## config.mk

```make
export PLATFORM = sky130hd
export DESIGN_NAME = keu_unit
export DESIGN_NICKNAME = d
export VERILOG_FILES = /design/src/keu_pkg.sv /design/src/keu_unit.sv /design/src/keu_sync.sv
export SDC_FILE = /design/constraint.sdc
export NUM_CORES = 1
export LEC_CHECK = 0
export ABC_AREA = 1
export BUFFER_PORTS_ARGS = -buffer_cell sky130_fd_sc_hd__buf_4
export CORE_MARGIN = 2
export CORE_UTILIZATION = 50
export CTS_CLUSTER_SIZE = 8
export DETAILED_ROUTE_END_ITERATION = 8
export PLACE_DENSITY_LB_ADDON = 0.1
export SKIP_LAST_GASP = 1
export SLEW_MARGIN = 10
export SYNTH_ARGS = -nofsm -noshare
export SYNTH_HDL_FRONTEND = slang
export SYNTH_SLANG_ARGS = --single-unit
export TNS_END_PERCENT = 50
```

## constraint.sdc

```tcl
create_clock -name clk -period 2.2 [get_ports clk]
set_input_delay 0.22 -clock clk [delete_from_list [all_inputs] [get_ports clk]]
set_output_delay 0.22 -clock clk [all_outputs]
set_load 0.005 [all_outputs]
```

## src/keu_pkg.sv

```systemverilog
package keu_pkg;

    // ****************************************************************
    // sizes and fixed values
    // ****************************************************************
    localparam int          KEU_NUM_KEYS      = 6;
    localparam int          KEU_SYNC_STAGES   = 2;
    localparam logic [15:0] KEU_VECTOR_HI     = 16'hFFFA;
    localparam logic [15:0] KEU_VECTOR_LO     = 16'hFFFB;
    localparam logic [15:0] KEU_VECTOR_NONE   = 16'h0000;

    // ****************************************************************
    // reset values
    // ****************************************************************
    localparam logic        KEU_RST_MODE      = 1'b0;
    localparam logic        KEU_RST_MASK      = 1'b0;
    localparam logic        KEU_RST_FLAG      = 1'b0;
    localparam logic        KEU_RST_ACK_READ  = 1'b0;
    localparam logic        KEU_RST_BRK_ALLOW = 1'b0;
    localparam logic [5:0]  KEU_RST_KEY_EN    = 6'h00;
    localparam logic [5:0]  KEU_RST_DIR       = 6'h00;
    localparam logic        KEU_RST_PIN_LVL   = 1'b1;

    // ****************************************************************
    // latch states
    // ****************************************************************
    typedef enum logic [1:0] {
        KEU_LATCH_IDLE  = 2'b00,
        KEU_LATCH_SET   = 2'b01,
        KEU_LATCH_ACKED = 2'b10
    } keu_latch_t;

    // ****************************************************************
    // control bits from software; core signals have their own ports
    // ****************************************************************
    typedef struct packed {
        logic       extLevelSenseSel;
        logic       keypadLevelSenseSel;
        logic       extReqMask;
        logic       keypadReqMask;
        logic       extAckStrobe;
        logic       keypadAckStrobe;
        logic       breakClearAllow;
        logic [5:0] keypadPinEnables;
        logic [5:0] portDirBits;
    } keu_ctrl_t;

    // ****************************************************************
    // status and request outputs
    // ****************************************************************
    typedef struct packed {
        logic        extPendingFlag;
        logic        keypadPendingFlag;
        logic        extAckRead;
        logic        keypadAckRead;
        logic        intReq;
        logic [15:0] vectorAddr;
        logic        extPinLevel;
        logic [5:0]  pullUpEn;
        logic [5:0]  pinOutAllowed;
        logic [5:0]  pinReadEn;
    } keu_stat_t;

    // ****************************************************************
    // registered configuration copy
    // ****************************************************************
    typedef struct packed {
        logic       extLevelSenseSel;
        logic       keypadLevelSenseSel;
        logic       extReqMask;
        logic       keypadReqMask;
        logic       breakClearAllow;
        logic [5:0] keypadPinEnables;
        logic [5:0] portDirBits;
    } keu_cfg_t;

endpackage

```

## src/keu_unit.sv

```systemverilog
`timescale 1ns/10ps

module keu_unit #(
    parameter int NUM_KEYS = keu_pkg::KEU_NUM_KEYS
) (
    // clock and reset
    input  wire logic                clk,
    input  wire logic                sys_rst,
    // interrupt pins, idle high
    input  wire logic                extIntPinN,
    input  wire logic [NUM_KEYS-1:0] keypadPinN,
    // software control and core signals
    input  wire keu_pkg::keu_ctrl_t  ctrl,
    input  wire logic                breakState,
    input  wire logic                vectorFetch,
    // status and request
    output      keu_pkg::keu_stat_t  stat
);

    // ****************************************************************
    // state record
    // ****************************************************************
    typedef struct packed {
        keu_pkg::keu_cfg_t   cfg;
        keu_pkg::keu_latch_t extSt;
        keu_pkg::keu_latch_t kbdSt;
        logic                extLowPrev;
        logic                kbdLowPrev;
        logic [1:0]          settleCnt;
        keu_pkg::keu_stat_t  stat;
    } keu_state_t;

    keu_state_t state;
    keu_state_t next_state;

    // ****************************************************************
    // pin synchronisers
    // ****************************************************************
    logic                extPinSync;
    logic [NUM_KEYS-1:0] kbdPinSync;

    keu_sync #(
        .WIDTH   (1),
        .RST_LVL (keu_pkg::KEU_RST_PIN_LVL)
    ) u_ext_sync (
        .clk     (clk),
        .sys_rst (sys_rst),
        .asyncIn (extIntPinN),
        .syncOut (extPinSync)
    );

    keu_sync #(
        .WIDTH   (NUM_KEYS),
        .RST_LVL (keu_pkg::KEU_RST_PIN_LVL)
    ) u_kbd_sync (
        .clk     (clk),
        .sys_rst (sys_rst),
        .asyncIn (keypadPinN),
        .syncOut (kbdPinSync)
    );

    // ****************************************************************
    // latch step, shared by both sources
    // ****************************************************************
    // a set in the same cycle as a clear wins, so no edge is lost
    function automatic keu_pkg::keu_latch_t latch_step(
        input keu_pkg::keu_latch_t st,
        input logic                fall,
        input logic                low,
        input logic                ack,
        input logic                level
    );
        keu_pkg::keu_latch_t nx;
        nx = st;
        case (st)
            keu_pkg::KEU_LATCH_IDLE: begin
                if (fall || (level && low)) begin
                    nx = keu_pkg::KEU_LATCH_SET;
                end
            end
            keu_pkg::KEU_LATCH_SET: begin
                if (ack) begin
                    if (fall) begin
                        nx = keu_pkg::KEU_LATCH_SET;
                    end else if (level && low) begin
                        nx = keu_pkg::KEU_LATCH_ACKED;
                    end else begin
                        nx = keu_pkg::KEU_LATCH_IDLE;
                    end
                end
            end
            keu_pkg::KEU_LATCH_ACKED: begin
                // acknowledged, waiting for the pin to return high
                if (fall) begin
                    nx = keu_pkg::KEU_LATCH_SET;
                end else if (level && low) begin
                    nx = keu_pkg::KEU_LATCH_ACKED;
                end else begin
                    nx = keu_pkg::KEU_LATCH_IDLE;
                end
            end
            default: begin
                nx = keu_pkg::KEU_LATCH_IDLE;
            end
        endcase
        return nx;
    endfunction

    function automatic logic latch_active(
        input keu_pkg::keu_latch_t st
    );
        return st != keu_pkg::KEU_LATCH_IDLE;
    endfunction

    // ****************************************************************
    // detection and next state
    // ****************************************************************
    logic                extLow;
    logic                extFall;
    logic [NUM_KEYS-1:0] kbdLowBits;
    logic                kbdLow;
    logic                kbdFall;
    logic                swAckAllowed;
    logic                extAck;
    logic                kbdAck;
    logic                extActive;
    logic                kbdActive;
    logic                extReq;
    logic                kbdReq;
    logic                pinsValid;

    always_comb begin
        next_state = state;

        // synchroniser outputs hold reset values until filled with real
        // samples; a pin held low through reset must not look like an edge
        pinsValid = state.settleCnt == 2'(keu_pkg::KEU_SYNC_STAGES);
        if (!pinsValid) begin
            next_state.settleCnt = state.settleCnt + 2'h1;
        end

        // only enabled keys take part
        extLow     = pinsValid && !extPinSync;
        extFall    = extLow && !state.extLowPrev;
        kbdLowBits = state.cfg.keypadPinEnables & ~kbdPinSync;
        kbdLow     = pinsValid && (|kbdLowBits);
        // edge only when no enabled key was already low
        kbdFall    = kbdLow && !state.kbdLowPrev;

        // software acks are gated in break unless allowed
        swAckAllowed = !breakState || state.cfg.breakClearAllow;
        extAck = vectorFetch
                 || (ctrl.extAckStrobe && swAckAllowed);
        kbdAck = vectorFetch
                 || (ctrl.keypadAckStrobe && swAckAllowed);

        // treated as already low while settling, so no edge is seen
        next_state.extLowPrev = extLow || !pinsValid;
        next_state.kbdLowPrev = kbdLow || !pinsValid;

        next_state.extSt = latch_step(state.extSt, extFall, extLow, extAck,
                                      state.cfg.extLevelSenseSel);
        next_state.kbdSt = latch_step(state.kbdSt, kbdFall, kbdLow, kbdAck,
                                      state.cfg.keypadLevelSenseSel);

        // configuration copy, cleared by reset
        next_state.cfg.extLevelSenseSel    = ctrl.extLevelSenseSel;
        next_state.cfg.keypadLevelSenseSel = ctrl.keypadLevelSenseSel;
        next_state.cfg.extReqMask          = ctrl.extReqMask;
        next_state.cfg.keypadReqMask       = ctrl.keypadReqMask;
        next_state.cfg.breakClearAllow     = ctrl.breakClearAllow;
        next_state.cfg.keypadPinEnables    = ctrl.keypadPinEnables[NUM_KEYS-1:0];
        next_state.cfg.portDirBits         = ctrl.portDirBits[NUM_KEYS-1:0];

        // request outputs
        extActive = latch_active(next_state.extSt);
        kbdActive = latch_active(next_state.kbdSt);
        extReq    = extActive && !state.cfg.extReqMask;
        kbdReq    = kbdActive && !state.cfg.keypadReqMask;

        next_state.stat.extPendingFlag    = extActive;
        next_state.stat.keypadPendingFlag = kbdActive;
        next_state.stat.intReq            = extReq || kbdReq;
        if (extReq || kbdReq) begin
            next_state.stat.vectorAddr = keu_pkg::KEU_VECTOR_HI;
        end else begin
            next_state.stat.vectorAddr = keu_pkg::KEU_VECTOR_NONE;
        end

        // acknowledge bits are strobes and never read back set
        next_state.stat.extAckRead    = keu_pkg::KEU_RST_ACK_READ;
        next_state.stat.keypadAckRead = keu_pkg::KEU_RST_ACK_READ;

        next_state.stat.extPinLevel = extPinSync;

        // pin steering towards the port logic
        next_state.stat.pullUpEn = state.cfg.keypadPinEnables;
        next_state.stat.pinOutAllowed =
            state.cfg.portDirBits & ~state.cfg.keypadPinEnables;
        next_state.stat.pinReadEn = ~state.cfg.portDirBits;
    end

    // ****************************************************************
    // state register
    // ****************************************************************
    always_ff @(posedge clk or posedge sys_rst) begin
        if (sys_rst) begin
            state.cfg.extLevelSenseSel    <= keu_pkg::KEU_RST_MODE;
            state.cfg.keypadLevelSenseSel <= keu_pkg::KEU_RST_MODE;
            state.cfg.extReqMask          <= keu_pkg::KEU_RST_MASK;
            state.cfg.keypadReqMask       <= keu_pkg::KEU_RST_MASK;
            state.cfg.breakClearAllow     <= keu_pkg::KEU_RST_BRK_ALLOW;
            state.cfg.keypadPinEnables    <= keu_pkg::KEU_RST_KEY_EN;
            state.cfg.portDirBits         <= keu_pkg::KEU_RST_DIR;
            state.extSt                   <= keu_pkg::KEU_LATCH_IDLE;
            state.kbdSt                   <= keu_pkg::KEU_LATCH_IDLE;
            state.extLowPrev              <= 1'b0;
            state.kbdLowPrev              <= 1'b0;
            state.settleCnt               <= 2'h0;
            state.stat.extPendingFlag     <= keu_pkg::KEU_RST_FLAG;
            state.stat.keypadPendingFlag  <= keu_pkg::KEU_RST_FLAG;
            state.stat.extAckRead         <= keu_pkg::KEU_RST_ACK_READ;
            state.stat.keypadAckRead      <= keu_pkg::KEU_RST_ACK_READ;
            state.stat.intReq             <= 1'b0;
            state.stat.vectorAddr         <= keu_pkg::KEU_VECTOR_NONE;
            state.stat.extPinLevel        <= keu_pkg::KEU_RST_PIN_LVL;
            state.stat.pullUpEn           <= keu_pkg::KEU_RST_KEY_EN;
            state.stat.pinOutAllowed      <= keu_pkg::KEU_RST_DIR;
            state.stat.pinReadEn          <= ~keu_pkg::KEU_RST_DIR;
        end else begin
            state <= next_state;
        end
    end

    // ****************************************************************
    // outputs
    // ****************************************************************
    assign stat = state.stat;

endmodule

```

## src/keu_sync.sv

```systemverilog
`timescale 1ns/10ps

module keu_sync #(
    parameter int         WIDTH   = 1,
    parameter logic [0:0] RST_LVL = 1'b1
) (
    // clock and reset
    input  wire logic             clk,
    input  wire logic             sys_rst,
    // pin side
    input  wire logic [WIDTH-1:0] asyncIn,
    // clock side
    output      logic [WIDTH-1:0] syncOut
);

    // ****************************************************************
    // two-stage synchroniser
    // ****************************************************************
    // first stage feeds only the second stage
    logic [WIDTH-1:0] stage1;

    always_ff @(posedge clk or posedge sys_rst) begin
        if (sys_rst) begin
            stage1  <= {WIDTH{RST_LVL}};
            syncOut <= {WIDTH{RST_LVL}};
        end else begin
            stage1  <= asyncIn;
            syncOut <= stage1;
        end
    end

endmodule

```

==> run_results.csv <==
group,metric,value,unit
timing,setup_tns,0,ps
critical_path,crit_type,"register to register",
global_routing,antenna_found_initial,0,
critical_path,max_stage_delay,370,ps
yosys,synth_top_area_cell,"dfrtp_1",
final_layout,fill_cells,326,
clocking,tritoncts,"built",
hold_path,hold_path.class,"input port to register",
global_routing,grt_max_degree,27,
critical_path,cpMostUsedCell,"nand2_2",
clocking,cts_sinks,61,
yosys,yosysUniqueCellTypes,26,
final_layout,nets,279,
timing,min_period,1580,ps
critical_path,startpoint,"state[40]",
critical_path,rr_endpoint,"stat[33]",
hold_path,hold_depth,4,
timing,fmax,634,MHz
final_layout,n_antenna_cell,0,
critical_path,slowest_stage,"dfrtp_1",
power_and_ir_drop,p_per_area,889,nW/um^2
global_routing,grt_pass1_wl,5.82,mm
yosys,syn_area_per_cell,12.5,sq um
place,post-place-cells,264,
place,gp_congestion,0.680,
yosys,yosys_most_used_dff,"dfrtp_1",
final_layout,finalNonFillerCells,305,
routing,dr.pass1.iters,4,
final_layout,drive_gt1_share,49.8,%
die,core_area,4380,sq um
critical_path,worstRegToRegCells,9,
die,die_w,71.6,um
final_layout,area_growth,31.8,%
die,io_pins,70,
critical_path,endpoint_kind,"register",
clocking,cts_buffers,9,
global_routing,overflow,0,
yosys,yosys_warnings,0,
critical_path,rr_startpoint,"state[40]",
critical_path,cp_cell_sequence,"inv_1 > ha_1 > nand3b_1 > inv_2 > o21ai_2 > nand2_2 > o21bai_4 > nand2_2 > nand2_1",
die,start_util,52.2,%
yosys,synth_top_area_share,43.8,%
yosys,synth_area,2290,sq um
clocking,clk_pin_slew,60,ps
yosys,synth_edf_count,0,
critical_path,cp-start-kind,"register",
routing,drt_iter0_markers,34,
critical_path,r2r_slack,620,ps
place,port_buffers,65,
timing,finalMaxSlewViolations,0,
clocking,cts_resized,0,
power_and_ir_drop,p_leak,0.00154,uW
die,rows,24,
clocking,cts_root_buf,"clkbuf_8",
die,die_h,71.6,um
critical_path,crit_end,"stat[33]",
routing,routedWlPerCell,11.1,um
run_status,status,"complete, no violations",
yosys,async_reset_ff_share,100,%
timing,finalHoldViolCount,0,
clocking,cts_max_path_buffers,2,
routing,num_vias,1322,
yosys,synth_commonest_cells,"buf_4 (40), dfrtp_1 (40), dfstp_2 (21), inv_1 (21), nand2_1 (17)",
die,dieArea,5130,sq um
place,hpwl,2.34,mm
routing,post-route-drc-count,0,
routing,wl,3.39,mm
timing,fin_skew,5.16,ps
critical_path,worstPathArrival,1790,ps
power_and_ir_drop,p_total,2680,uW
yosys,yosysSeqAreaShare,67.9,%
global_routing,global_route.usage.total,15.6,%
routing,ant_nets,0,
yosys,yosys-top-cells-area,"dfrtp_1 (44%), dfstp_2 (24%), buf_4 (13%)",
yosys,synth_seq_cells,61,
global_routing,first_global_vias,1371,
yosys,syn_inst,183,
critical_path,crit_path_max_fanout,11,
timing,fin_crit_sh,71.7,%
clocking,htree_num_levels,3,
run,cap_violations,0,
clocking,worstSkewPairLatency,320,ps
critical_path,critPathRequiredTime,2410,ps
timing,rsz0062_at_grt,"no",
power_and_ir_drop,ir_drop,0.747,mV
timing,setup_viol,0,
routing,avgViaCountPerCell,4.33,
## power by group
group          switching, uW  internal [uW]
Combinational            171            244
Sequential              45.6           1220
Clock                    392            609
## worst max-delay path: cells and delay by family, from the launching register on
kind / cells / cell delay [ps]
flip-flops: 1 / 370
AND/OR/NAND/NOR: 4 / 360
adder cells (fa/ha/maj): 1 / 330
AO/OA/AOI/OAI: 2 / 300
buffers and inverters: 2 / 100
## timing repair
item                      in CTS  in global routing
hold buffers                  25                  0
hold endpoints to repair      32                  0
setup buffers                  0                  0
## cells by family (layout without fill, tap and decap cells)
kind of cell,Yosys count,after routing,synth area share (%)
other,1,4,0.164
buffers and inverters,67,134,17.9
xor gates and xnor gates,1,1,0.383
and+or+nand+nor,43,43,9.90
adders and majority gates,1,1,0.547
DFF,61,61,67.9
AOI/OAI and AO/OA,9,9,3.23
## routing by layer
layer	vias up	global-route usage, %	part of all wire (%)
li1	635	-	-
met1	629	16.2	38
met2	56	26.2	52
met3	2	7.17	9.4
met4	0	8.18	0.77
met5	-	0	0
## flip-flops by register name (all words and copies together), names as in the netlist
register	cells
state	19
stat	22
next_state	6
u_kbd_sync.syncOut	6
u_kbd_sync.stage1	6
u_ext_sync.syncOut	1
u_ext_sync.stage1	1
## cell type report
type / count / area, sq um / area share (%)
multi-input cells: 58 / 337 / 11.2
well taps: 52 / 65.1 / 2.16
clock inverters: 4 / 45.0 / 1.49
inverters: 26 / 97.6 / 3.24
repair buffers: 92 / 753 / 25.0
flip-flops and latches: 61 / 1550 / 51.5
clock buffers: 12 / 165 / 5.48
## placed cells by master, fill, tap and decap left out
cell,Yosys,routed
a21oi_1,3,3
a21oi_2,1,1
and3_1,1,1
buf_4,40,67
bufinv_16,0,1
clkbuf_8,0,12
clkinv_2,0,3
conb_1,1,4
dfrtp_1,40,40
dfstp_2,21,21
dlygate4sd3_1,0,25
ha_1,1,1
inv_1,21,20
inv_2,5,6
nand2_1,17,17
nand2_2,6,6
nand2_4,1,1
nand3_1,1,1
nand3_2,2,2
nand3_4,1,1
nand3b_1,1,1
nand4_1,2,2
nor2_1,9,9
nor2_2,1,1
nor3_1,1,1
o21ai_0,1,1
o21ai_2,3,3
o21bai_4,1,1
xnor2_1,1,1
## metrics by stage
step / area, sq um / worst slack (ps) / util [%] / hold WS [ps]
3_5_place_dp: 2550 / 630 / 58.3 / 191
3_3_place_gp: 2550 / 713 / 58.3 / 179
4_1_cts: 3020 / 601 / 68.8 / 224
5_1_grt: 3020 / 479 / 68.8 / 269
2_1_floorplan: 2300 / 502 / - / 224
6_report: 3020 / 623 / 68.8 / 242
## worst min-delay path by stage
stage                      from                 to  slack [ps]
floorplan            extIntPinN  u_ext_sync.stage1         220
global placement        sys_rst           stat[12]         180
detailed placement      sys_rst            stat[6]         190
CTS                 vectorFetch          state[46]         220
global route        vectorFetch          state[46]         270
finish              vectorFetch          state[46]         240
(Power assumes the default switching activity.)
